## src/design/icrl_defs.vh

```
`ifndef ICRL_DEFS_VH
`define ICRL_DEFS_VH

// register indices; byte address is four times the index
`define ICRL_IDX_DATA 8'hf3
`define ICRL_IDX_DELAY 8'hf4
`define ICRL_IDX_CTRL 8'hf5
`define ICRL_IDX_SCALE_LO 8'hf6
`define ICRL_IDX_SCALE_HI 8'hf7
`define ICRL_IDX_RSVD_A 8'hf8
`define ICRL_IDX_RSVD_B 8'hf9
`define ICRL_IDX_RSVD_C 8'hfa
`define ICRL_IDX_BYPASS 8'hfb

// control register fields
`define ICRL_CTRL_PROG 0
`define ICRL_CTRL_MATCH 2
`define ICRL_CTRL_DIR 4
`define ICRL_CTRL_MASK 8'h15

// delay register fields
`define ICRL_DLY_PAR_LSB 0
`define ICRL_DLY_HYB_LSB 4

// bypass register fields
`define ICRL_BYP_HYB 0
`define ICRL_BYP_ADC 1
`define ICRL_BYP_MASK 8'h03

// reset values
`define ICRL_RST_DATA 8'h00
`define ICRL_RST_DELAY 8'h00
`define ICRL_RST_CTRL 8'h10
`define ICRL_RST_SCALE 16'h2000
`define ICRL_RST_SCALE_LO 8'h00
`define ICRL_RST_SCALE_HI 8'h20
`define ICRL_RST_RSVD 8'h00
`define ICRL_RST_BYPASS 8'h00

// coefficient memory
`define ICRL_COEF_BYTES 144
`define ICRL_PTR_W 8
`define ICRL_SCALE_FRAC 13

`endif

```

## src/design/icrl_loader.v

```verilog
// Notes on behaviour
// - An 8-bit data register at index 0xf3 writes or reads one coefficient byte per access.
// - Control bit 0 enables or disables programming access through the data register.
// - Control bit 2 enables complex impedance matching with the loaded set.
// - Control bit 4 selects direction: 0 reads the coefficient memory, 1 writes it.
// - The low nibble of the delay register sets the parallel path delay, zero at reset.
// - The high nibble of the delay register sets the hybrid path delay, zero at reset.
// - The PCM signal is scaled by a 16-bit 3.13 factor held low byte first in two registers.
// - Bypass bit 0 routes around the hybrid low-pass filter, reset 0 keeps it in.
// - Bypass bit 1 routes around the converter low-pass filter, reset 0 keeps it in.
`include "icrl_defs.vh"
`default_nettype none

module icrl_loader (
	input wire pclk,
	input wire presetn,
	input wire psel,
	input wire penable,
	input wire pwrite,
	input wire [11:0] paddr,
	input wire [31:0] pwdata,
	output reg [31:0] prdata,
	output wire pready,
	output wire pslverr,
	input wire [7:0] coef_rd_addr,
	output reg [7:0] coef_rd_data,
	output wire complex_match_enable,
	output wire coef_program_enable,
	output wire coef_access_direction,
	output wire [3:0] parallel_path_delay,
	output wire [3:0] hybrid_path_delay,
	output wire [15:0] pcm_scale_factor,
	output wire hybrid_lpf_bypass,
	output wire converter_lpf_bypass,
	output wire [7:0] coef_pointer,
	input wire [15:0] pcm_in,
	input wire pcm_in_valid,
	output reg [15:0] pcm_out,
	output reg pcm_out_valid
);

	// =====================================================
	// register state
	reg [7:0] coef_ram_data_port;
	reg [7:0] path_delay_counts;
	reg [7:0] coef_ram_control;
	reg [7:0] pcm_scale_low;
	reg [7:0] pcm_scale_high;
	reg [7:0] reserved_a;
	reg [7:0] reserved_b;
	reg [7:0] reserved_c;
	reg [7:0] filter_bypass_control;
	reg [7:0] coef_mem [0:`ICRL_COEF_BYTES-1];
	reg [`ICRL_PTR_W-1:0] ptr;
	integer i;
	reg [7:0] next_rdata;
	reg [`ICRL_PTR_W-1:0] next_ptr;
	reg [8:0] wr_en;

	// =====================================================
	// register select codes
	localparam SEL_DATA = 4'h0;
	localparam SEL_DELAY = 4'h1;
	localparam SEL_CTRL = 4'h2;
	localparam SEL_SCALE_LO = 4'h3;
	localparam SEL_SCALE_HI = 4'h4;
	localparam SEL_RSVD_A = 4'h5;
	localparam SEL_RSVD_B = 4'h6;
	localparam SEL_RSVD_C = 4'h7;
	localparam SEL_BYPASS = 4'h8;
	localparam SEL_NONE = 4'hf;

	// =====================================================
	// address decode
	function hit;
		input [11:0] addr;
		input [7:0] idx;
		begin
			hit = (addr[11:2] == {2'b00, idx}) && (addr[1:0] == 2'b00);
		end
	endfunction

	function mapped;
		input [11:0] addr;
		begin
			mapped = hit(addr, `ICRL_IDX_DATA) |
				hit(addr, `ICRL_IDX_DELAY) |
				hit(addr, `ICRL_IDX_CTRL) |
				hit(addr, `ICRL_IDX_SCALE_LO) |
				hit(addr, `ICRL_IDX_SCALE_HI) |
				hit(addr, `ICRL_IDX_RSVD_A) |
				hit(addr, `ICRL_IDX_RSVD_B) |
				hit(addr, `ICRL_IDX_RSVD_C) |
				hit(addr, `ICRL_IDX_BYPASS);
		end
	endfunction

	// misaligned or out of range maps to none
	function [3:0] sel_of;
		input [11:0] addr;
		begin
			sel_of = SEL_NONE;
			if (addr[1:0] == 2'b00 && addr[11:10] == 2'b00) begin
				case (addr[9:2])
				`ICRL_IDX_DATA: sel_of = SEL_DATA;
				`ICRL_IDX_DELAY: sel_of = SEL_DELAY;
				`ICRL_IDX_CTRL: sel_of = SEL_CTRL;
				`ICRL_IDX_SCALE_LO: sel_of = SEL_SCALE_LO;
				`ICRL_IDX_SCALE_HI: sel_of = SEL_SCALE_HI;
				`ICRL_IDX_RSVD_A: sel_of = SEL_RSVD_A;
				`ICRL_IDX_RSVD_B: sel_of = SEL_RSVD_B;
				`ICRL_IDX_RSVD_C: sel_of = SEL_RSVD_C;
				`ICRL_IDX_BYPASS: sel_of = SEL_BYPASS;
				default: sel_of = SEL_NONE;
				endcase
			end
		end
	endfunction

	wire setup = psel & ~penable;
	wire access = psel & penable;
	wire wr = access & pwrite & mapped(paddr);
	wire rd_setup = setup & ~pwrite;
	wire data_acc = access & hit(paddr, `ICRL_IDX_DATA);

	assign pready = 1'b1;
	assign pslverr = access & ~mapped(paddr);

	assign coef_program_enable = coef_ram_control[`ICRL_CTRL_PROG];
	assign complex_match_enable = coef_ram_control[`ICRL_CTRL_MATCH];
	assign coef_access_direction = coef_ram_control[`ICRL_CTRL_DIR];
	assign coef_pointer = ptr;

	wire ptr_live = coef_program_enable & (ptr < `ICRL_COEF_BYTES);
	wire mem_wr = wr & data_acc & ptr_live & coef_access_direction;
	wire mem_rd = data_acc & ~pwrite & ptr_live & ~coef_access_direction;
	wire ctrl_wr = wr & hit(paddr, `ICRL_IDX_CTRL);
	wire prog_rise = ctrl_wr & pwdata[`ICRL_CTRL_PROG] & ~coef_program_enable;

	// one write enable per register
	always @* begin
		wr_en = 9'h000;
		case (sel_of(paddr))
		SEL_DATA: wr_en[SEL_DATA] = wr;
		SEL_DELAY: wr_en[SEL_DELAY] = wr;
		SEL_CTRL: wr_en[SEL_CTRL] = wr;
		SEL_SCALE_LO: wr_en[SEL_SCALE_LO] = wr;
		SEL_SCALE_HI: wr_en[SEL_SCALE_HI] = wr;
		SEL_RSVD_A: wr_en[SEL_RSVD_A] = wr;
		SEL_RSVD_B: wr_en[SEL_RSVD_B] = wr;
		SEL_RSVD_C: wr_en[SEL_RSVD_C] = wr;
		SEL_BYPASS: wr_en[SEL_BYPASS] = wr;
		default: wr_en = 9'h000;
		endcase
	end

	// =====================================================
	// software registers
	always @(posedge pclk or negedge presetn) begin
		if (!presetn) begin
			coef_ram_data_port <= `ICRL_RST_DATA;
			path_delay_counts <= `ICRL_RST_DELAY;
			coef_ram_control <= `ICRL_RST_CTRL;
			pcm_scale_low <= `ICRL_RST_SCALE_LO;
			pcm_scale_high <= `ICRL_RST_SCALE_HI;
			reserved_a <= `ICRL_RST_RSVD;
			reserved_b <= `ICRL_RST_RSVD;
			reserved_c <= `ICRL_RST_RSVD;
			filter_bypass_control <= `ICRL_RST_BYPASS;
		end else begin
			// data port holds last byte moved
			if (wr_en[SEL_DATA])
				coef_ram_data_port <= pwdata[7:0];
			else if (mem_rd)
				coef_ram_data_port <= coef_mem[ptr];
			if (wr_en[SEL_DELAY])
				path_delay_counts <= pwdata[7:0];
			if (wr_en[SEL_CTRL])
				coef_ram_control <= pwdata[7:0] & `ICRL_CTRL_MASK;
			if (wr_en[SEL_SCALE_LO])
				pcm_scale_low <= pwdata[7:0];
			if (wr_en[SEL_SCALE_HI])
				pcm_scale_high <= pwdata[7:0];
			if (wr_en[SEL_RSVD_A])
				reserved_a <= pwdata[7:0];
			if (wr_en[SEL_RSVD_B])
				reserved_b <= pwdata[7:0];
			if (wr_en[SEL_RSVD_C])
				reserved_c <= pwdata[7:0];
			if (wr_en[SEL_BYPASS])
				filter_bypass_control <= pwdata[7:0] & `ICRL_BYP_MASK;
		end
	end

	// =====================================================
	// coefficient byte pointer
	always @* begin
		next_ptr = ptr;
		if (prog_rise) begin
			next_ptr = {`ICRL_PTR_W{1'b0}};
		end else if (mem_wr | mem_rd) begin
			next_ptr = ptr + 8'h01;
		end
	end

	always @(posedge pclk or negedge presetn) begin
		if (!presetn) begin
			ptr <= {`ICRL_PTR_W{1'b0}};
		end else begin
			ptr <= next_ptr;
		end
	end

	// =====================================================
	// coefficient memory
	always @(posedge pclk or negedge presetn) begin
		if (!presetn) begin
			for (i = 0; i < `ICRL_COEF_BYTES; i = i + 1)
				coef_mem[i] <= 8'h00;
		end else if (mem_wr) begin
			coef_mem[ptr] <= pwdata[7:0];
		end
	end

	// port for the matching filter
	always @(posedge pclk or negedge presetn) begin
		if (!presetn)
			coef_rd_data <= 8'h00;
		else if (coef_rd_addr < `ICRL_COEF_BYTES)
			coef_rd_data <= coef_mem[coef_rd_addr];
		else
			coef_rd_data <= 8'h00;
	end

	// =====================================================
	// read data, captured in the setup cycle
	always @* begin
		next_rdata = 8'h00;
		case (sel_of(paddr))
		SEL_DATA: begin
			if (coef_program_enable & ~coef_access_direction &
				(ptr < `ICRL_COEF_BYTES))
				next_rdata = coef_mem[ptr];
			else
				next_rdata = coef_ram_data_port;
		end
		SEL_DELAY: begin
			next_rdata = path_delay_counts;
		end
		SEL_CTRL: begin
			next_rdata = coef_ram_control;
		end
		SEL_SCALE_LO: begin
			next_rdata = pcm_scale_low;
		end
		SEL_SCALE_HI: begin
			next_rdata = pcm_scale_high;
		end
		SEL_RSVD_A: begin
			next_rdata = reserved_a;
		end
		SEL_RSVD_B: begin
			next_rdata = reserved_b;
		end
		SEL_RSVD_C: begin
			next_rdata = reserved_c;
		end
		SEL_BYPASS: begin
			next_rdata = filter_bypass_control;
		end
		default: begin
			next_rdata = 8'h00;
		end
		endcase
	end

	always @(posedge pclk or negedge presetn) begin
		if (!presetn) begin
			prdata <= 32'h0000_0000;
		end else if (rd_setup) begin
			prdata <= {24'h00_0000, next_rdata};
		end
	end

	// =====================================================
	// field outputs
	// parallel path delay
	assign parallel_path_delay = path_delay_counts[`ICRL_DLY_PAR_LSB +: 4];
	assign hybrid_path_delay = path_delay_counts[`ICRL_DLY_HYB_LSB +: 4];
	assign pcm_scale_factor = {pcm_scale_high, pcm_scale_low};
	assign hybrid_lpf_bypass = filter_bypass_control[`ICRL_BYP_HYB];
	assign converter_lpf_bypass = filter_bypass_control[`ICRL_BYP_ADC];

	// =====================================================
	// pcm scaling, 3.13 unsigned factor, saturating
	wire signed [16:0] scale_s = {1'b0, pcm_scale_factor};
	wire signed [15:0] pcm_s = pcm_in;
	wire signed [32:0] prod = pcm_s * scale_s;
	wire signed [32:0] shifted = prod >>> `ICRL_SCALE_FRAC;
	wire too_big = (shifted > 33'sd32767);
	wire too_small = (shifted < -33'sd32768);

	always @(posedge pclk or negedge presetn) begin
		if (!presetn) begin
			pcm_out <= 16'h0000;
			pcm_out_valid <= 1'b0;
		end else begin
			pcm_out_valid <= pcm_in_valid;
			if (pcm_in_valid) begin
				if (too_big)
					pcm_out <= 16'h7fff;
				else if (too_small)
					pcm_out <= 16'h8000;
				else
					pcm_out <= shifted[15:0];
			end
		end
	end

endmodule // icrl_loader

`default_nettype wire

```

## config.mk

```make
export PLATFORM = sky130hd
export DESIGN_NAME = icrl_loader
export DESIGN_NICKNAME = d
export VERILOG_FILES = /design/src/design/icrl_loader.v
export VERILOG_INCLUDE_DIRS = /design/src /design/src/design
export SDC_FILE = /design/constraint.sdc
export NUM_CORES = 2
export LEC_CHECK = 0
export BUFFER_PORTS_ARGS = -buffer_cell sky130_fd_sc_hd__buf_2
export CAP_MARGIN = 20
export CORE_MARGIN = 1.5
export CORE_UTILIZATION = 60
export CTS_CLUSTER_SIZE = 40
export DETAILED_ROUTE_END_ITERATION = 8
export PLACE_DENSITY = 0.85
export SYNTH_ARGS = -nofsm -noshare
export SYNTH_HDL_FRONTEND = slang
export SYNTH_SLANG_ARGS = --single-unit
export TNS_END_PERCENT = 5
```

## constraint.sdc

```tcl
create_clock -name pclk -period 16.9 [get_ports pclk]
set_clock_uncertainty 0.05 [all_clocks]
set_input_delay 2.535 -clock pclk [delete_from_list [all_inputs] [get_ports pclk]]
set_output_delay 2.535 -clock pclk [all_outputs]
set_load 0.05 [all_outputs]
```

# ---- Word-level counts from Yosys, hierarchy flattened
# Cells that the tools add are included.
dict set report op_classes {
  n_addsub 1
  mul 1
  magnitude_cmp 7
  eq_ne 26
  mux 29
  bitwise_logic 35
  n_reduce_logical 16
}
# operator n
set ops {}
lappend ops {{1152-bit bitwise mux} 1}
lappend ops {{8-bit binary-select mux with 8-bit select} 2}
lappend ops {{10-bit by 8-bit == test with 1-bit output, second input constant} 9}
lappend ops {{8-bit two-way mux} 11}
lappend ops {{8-bit == test, second input constant} 9}
lappend ops {{8-bit case mux with 9 select lines} 1}
lappend ops {{8-bit demux with 8-bit select} 1}
lappend ops {{4-bit case mux with 9 select lines} 1}
lappend ops {{16-bit by 17-bit multiplier with 33-bit output} 1}
lappend ops {{16-bit two-way mux} 2}
lappend ops {{20-bit by 16-bit > comparator with 1-bit output, second input constant} 1}
lappend ops {{20-bit by 16-bit < comparator with 1-bit output, second input constant} 1}
lappend ops {{1-bit AND} 19}
lappend ops {{9-bit >= comparator, second input constant} 2}
lappend ops {{8-bit NOT with 9-bit output} 2}
lappend ops {{4-bit by 3-bit == test with 1-bit output, second input constant} 4}
lappend ops {{8-bit < comparator, second input constant} 2}
lappend ops {{1-bit logical AND} 11}
lappend ops {{9-bit by 1-bit < comparator with 1-bit output, second input constant} 1}
lappend ops {{1-bit two-way mux} 9}
lappend ops {{1-bit OR} 9}
lappend ops {{8-bit by 1-bit adder with 8-bit output, second input constant} 1}
lappend ops {{4-bit by 2-bit == test with 1-bit output, second input constant} 2}
lappend ops {{1-bit NOT} 5}
lappend ops {{6 further kinds} 8}
dict set report word_totals {
  reg_bits 1254
  inputBits 74
  out_inout_bits 96
}

# ---- Depth between registers and ports, before layout
dict set report depth {
  ltp_word 17
  mapped_depth 25
  mapped_depth_nobuf 22
}

# ---- Worst setup path before layout
# Ideal clock, no wire load.
dict set report synth_timing {
  path_type {input port to flip-flop}
  startpoint {input pcm_in[1]}
  endpoint {register pcm_out[0]}
  setup_time_ns 0.141
  t_arrival_ns 8.519
  required_time_ns 16.709
  path_slack_ns 8.189
  path_stages 22
  n_path_buf 2
  cell_sequence {clkbuf_1 > nand2_1 > fa_1 > fa_1 > fa_1 > inv_1 > fa_1 > fa_1 > inv_1 > fa_1 > inv_1 > ha_1 > nand2_1 > nor3_1 > o211ai_1 > a211o_1 > a21o_1 > nor2b_1 > xnor2_1 > o31ai_1 > clkbuf_1 > nand3_1}
}
dict set report synth_between {
  elab_chain_len 4
  elab_cells_between_ends 5
}
# item line_no
set synth_rtl {}
lappend synth_rtl {{from (decl)} icrl_loader.v:36} ;# input wire [15:0] pcm_in,
lappend synth_rtl {{16-bit by 17-bit multiplier with 33-bit output *} icrl_loader.v:298} ;# wire signed [32:0] prod = pcm_s * scale_s;
lappend synth_rtl {{20-bit by 16-bit < comparator with 1-bit output} icrl_loader.v:301} ;# wire too_small = (shifted < -33'sd32768);
lappend synth_rtl {{16-bit two-way mux} icrl_loader.v:312} ;# else if (too_small)
lappend synth_rtl {{16-bit two-way mux *} icrl_loader.v:310} ;# if (too_big)
lappend synth_rtl {{to (signal assigned)} icrl_loader.v:315} ;# pcm_out <= shifted[15:0];
lappend synth_rtl {{to (decl)} icrl_loader.v:38} ;# output reg [15:0] pcm_out,
# Mark *: on every way between the ends. The rest lies on a longest branch, timed or not.
# A chain may end at the register's enable or synchronous reset.

# ---- Worst setup path in the final report
dict set report layout_timing {
  startpoint {input pcm_in[4]}
  endpoint {register pcm_out[3]}
}
# Same word-level chain as after synthesis.

==> results.py <==
metrics = {
    "status": {
        "outcome": "complete, but fails checks",
        "failed_checks": "design-rule violations",
    },
    "pwr": {
        "p_per_area_nw_per_um2": 76.9,
        "leakage_uw": 0.0379,
        "vdd_drop_max_uv": 83.1,
    },
    "logic_synthesis": {
        "syn_avg_cell_area_um2": 14.3,
        "ys_seq_elements": 1254,
        "yosysSeqAreaShare": 0.419,
        "ys.flop_type": "dfrtp_1",
        "synth_mux_area_frac": 0.400,
        "synthXorXnorAreaFrac": 0.00292,
        "synth_simple_gate_area_share": 0.0471,
        "synth.cell_area_um2": 74900,
        "yosys.cell_types.count": 74,
        "synth_top_family_by_area": "multiplexers",
        "synth_warnings": 0,
        "async_flop_share": 1.00,
        "synthAdderAreaFrac": 0.0721,
        "synth-edff-count": 0,
        "netlist_instances": 5232,
        "synth_compound_area_frac": 0.0226,
    },
    "setup_path": {
        "r2r_end": "pcm_out[3]",
        "crit_type": "in -> reg",
        "reg2regPathDepth": 20,
        "worst-path-max-fanout": 16,
        "crit_path_start_kind": "primary input",
        "crit-reg2reg-launch": "pcm_scale_high[4]",
        "arrival_ps": 9180,
        "worstSetupEndpointType": "flip-flop",
        "required_ps": 17510,
        "r2r_slack_ps": 9550,
    },
    "routing": {
        "totalWireLength_um": 202000,
        "final_antenna_net_count": 0,
        "avgViaCountPerCell": 6.99,
        "drc": 60,
        "post_drt_wl_per_cell_um": 29.3,
        "via_count": 48100,
        "initialDrtViolationCount": 5279,
        "dr.pass1.iters": 9,
    },
    "die": {
        "ios": 170,
        "die-height_um": 356,
        "coreArea_um2": 124000,
        "fp-row-count": 129,
        "die_w_um": 356,
        "dieArea_um2": 127000,
        "start_util": 0.605,
    },
    "worst_hold_path": {
        "hold_end": "pcm_out[8]",
        "worstHoldPathType": "reg -> reg",
        "hold_path.startpoint": "pcm_out[8]",
        "hold_depth": 2,
    },
    "timing": {
        "relSlewSlack": 0.128,
        "hold_violations": 0,
        "period_minus_slack_ps": 8570,
        "slew_violations": 0,
        "rsz0062_at_grt": "false",
        "setup_ws_ps": 8330,
        "setup_tns_ps": 0,
        "setup_viol": 0,
        "tightest_slew_ps": 1310,
        "fmax_mhz": 117,
        "period_share": 0.507,
    },
    "place": {
        "dpl_cell_area_um2": 76500,
        "port_buffers": 120,
        "dp_slack_ps": 7630,
        "gp_congestion": 0.946,
        "hpwl_um": 131000,
    },
    "clocking": {
        "clock_latency_ps": 760,
        "cts_resized": 0,
        "cts_sinks": 1254,
        "path_clk_slew_ps": 60,
        "cts_tree": "yes",
        "clock_path_buffers": 3,
        "cts_made_buffers": 131,
        "post_cts_buffers": 0,
        "cts_max_level": 4,
        "cts_hold_buf": 0,
        "clockRootBuffer": "clkbuf_16",
    },
    "grt": {
        "antenna_found_initial": 12,
        "grt_overflow_total": 0,
        "grt_pass1_wl_um": 310000,
        "grt_max_degree": 172,
        "grt_usage": 0.325,
        "grt_pass1_vias": 50000,
    },
    "cells_and_area": {
        "layout_common_cells": "dfrtp_1 (1247), mux2_2 (1124), mux4_2 (701)",
        "final_area_um2": 80900,
        "final_common_cell": "dfrtp_1",
        "drive_gt1_frac": 0.427,
        "fill_cells": 8183,
        "areaGrowthSynthToFinish_pct": 8.03,
        "nNetsFinal": 5538,
    },
    "flow_run": {
        "cap_violations": 0,
    },
}
## worst max-delay path by stage
stage | from | end | depth (start not counted)
final | pcm_in[4] | pcm_out[3] | 23
after global routing | pcm_in[4] | pcm_out[3] | 23
after CTS | pcm_in[4] | pcm_out[3] | 23
after detailed placement | pcm_in[4] | pcm_out[3] | 23
after global placement | pcm_in[4] | pcm_out[6] | 22
after floorplan | pcm_in[1] | pcm_out[0] | 22
## layer usage
metal / up-vias / share of wire / global-route usage / wire length [um]
met3: 621 / 0.099 / 0.0864 / 20000
li1: 19300 / - / - / -
met4: 10 / 0.053 / 0.162 / 10800
met1: 25500 / 0.37 / 0.422 / 74600
met2: 2653 / 0.48 / 0.509 / 96400
met5: - / 0.00034 / 0 / 69
## Yosys cell counts (all sizes together), types with 4 or more instances
library cell | count | area (um^2)
fa | 193 | 3860
a22o | 8 | 70.1
inv | 255 | 957
nor4 | 6 | 37.5
mux2i | 60 | 601
xor2 | 11 | 96.3
a21oi | 67 | 335
nand2b | 16 | 100
or3 | 8 | 50.1
o2111ai | 4 | 35.0
mux4 | 701 | 15800
a222oi | 9 | 90.1
o221ai | 6 | 52.6
nor2 | 82 | 315
nand2 | 358 | 1420
buf | 130 | 623
mux2 | 1207 | 13600
nor2b | 22 | 138
a21o | 8 | 60.1
o22ai | 10 | 62.6
o211ai | 9 | 67.6
o21ai | 50 | 250
and3 | 15 | 93.8
and2 | 128 | 801
ha | 123 | 1540
a211oi | 7 | 52.6
a31oi | 7 | 43.8
a22oi | 24 | 180
dfrtp | 1252 | 31300
clkbuf | 293 | 1100
nand3 | 43 | 215
a221oi | 7 | 61.3
xnor2 | 14 | 123
o21a | 8 | 60.1
nor3 | 29 | 166
nand4 | 12 | 75.1
## kinds of logic after synthesis
group                      after synthesis
other                                    2
xor gates and xnor gates                25
adders and majority gates              316
AOI/OAI and AO/OA                      254
buffers and inverters                  679
DFF                                   1254
and+or+nand+nor                        734
muxes                                 1968
## power breakdown
group          leakage (uW)  switching [uW]  internal [uW]
registers            0.0175            3.09           3010
logic                0.0184             236           68.9
clock network       0.00210            1240           1670
total                0.0379            1480           4750
## cell type report
type | instances | area, um^2 | share of cell area
antenna | 6 | 15.0 | 0.000186
clock buffer | 185 | 3820 | 0.0472
clock inverter | 40 | 444 | 0.00549
inverter | 256 | 961 | 0.0119
multi-input combinational | 3322 | 40900 | 0.506
sequential | 1254 | 31400 | 0.388
tap | 1637 | 2050 | 0.0253
timing repair buffer | 183 | 1290 | 0.0160
## critical path, cell delays in order
cell	delay [ps]
buf_2	240
and2_1	240
fa_1	550
inv_1	60
fa_1	560
fa_1	450
fa_1	490
inv_1	50
fa_1	540
inv_1	60
fa_1	540
inv_1	50
ha_1	310
nand2_1	120
o21a_1	220
nor3_1	340
o21bai_1	170
a211oi_1	320
nor4_1	120
nor4_1	610
buf_2	280
nor2_1	100
o221ai_1	220
## registers in the layout (all words and copies together), names as in the netlist, 3 cells and up
name and flops:
coef_mem 1152, reserved_a 8, coef_ram_data_port 8, pcm_out 16, pcm_scale_low 8, prdata 8
pcm_scale_high 8, coef_rd_data 8, reserved_b 8, path_delay_counts 8, reserved_c 8, coef_pointer 8
coef_ram_control 3
## metrics by stage
stage | total power (uW) | cells | hold WS, ps | utilization
6_report | 6220 | 6883 | 443 | 0.654
3_5_place_dp | 3370 | 6643 | 433 | 0.618
3_3_place_gp | 3360 | 6642 | 424 | 0.618
2_1_floorplan | 3240 | 5255 | 414 | -
5_1_grt | 6380 | 6879 | 464 | 0.653
4_1_cts | 6240 | 6868 | 447 | 0.652
(Power assumes the default switching activity.)
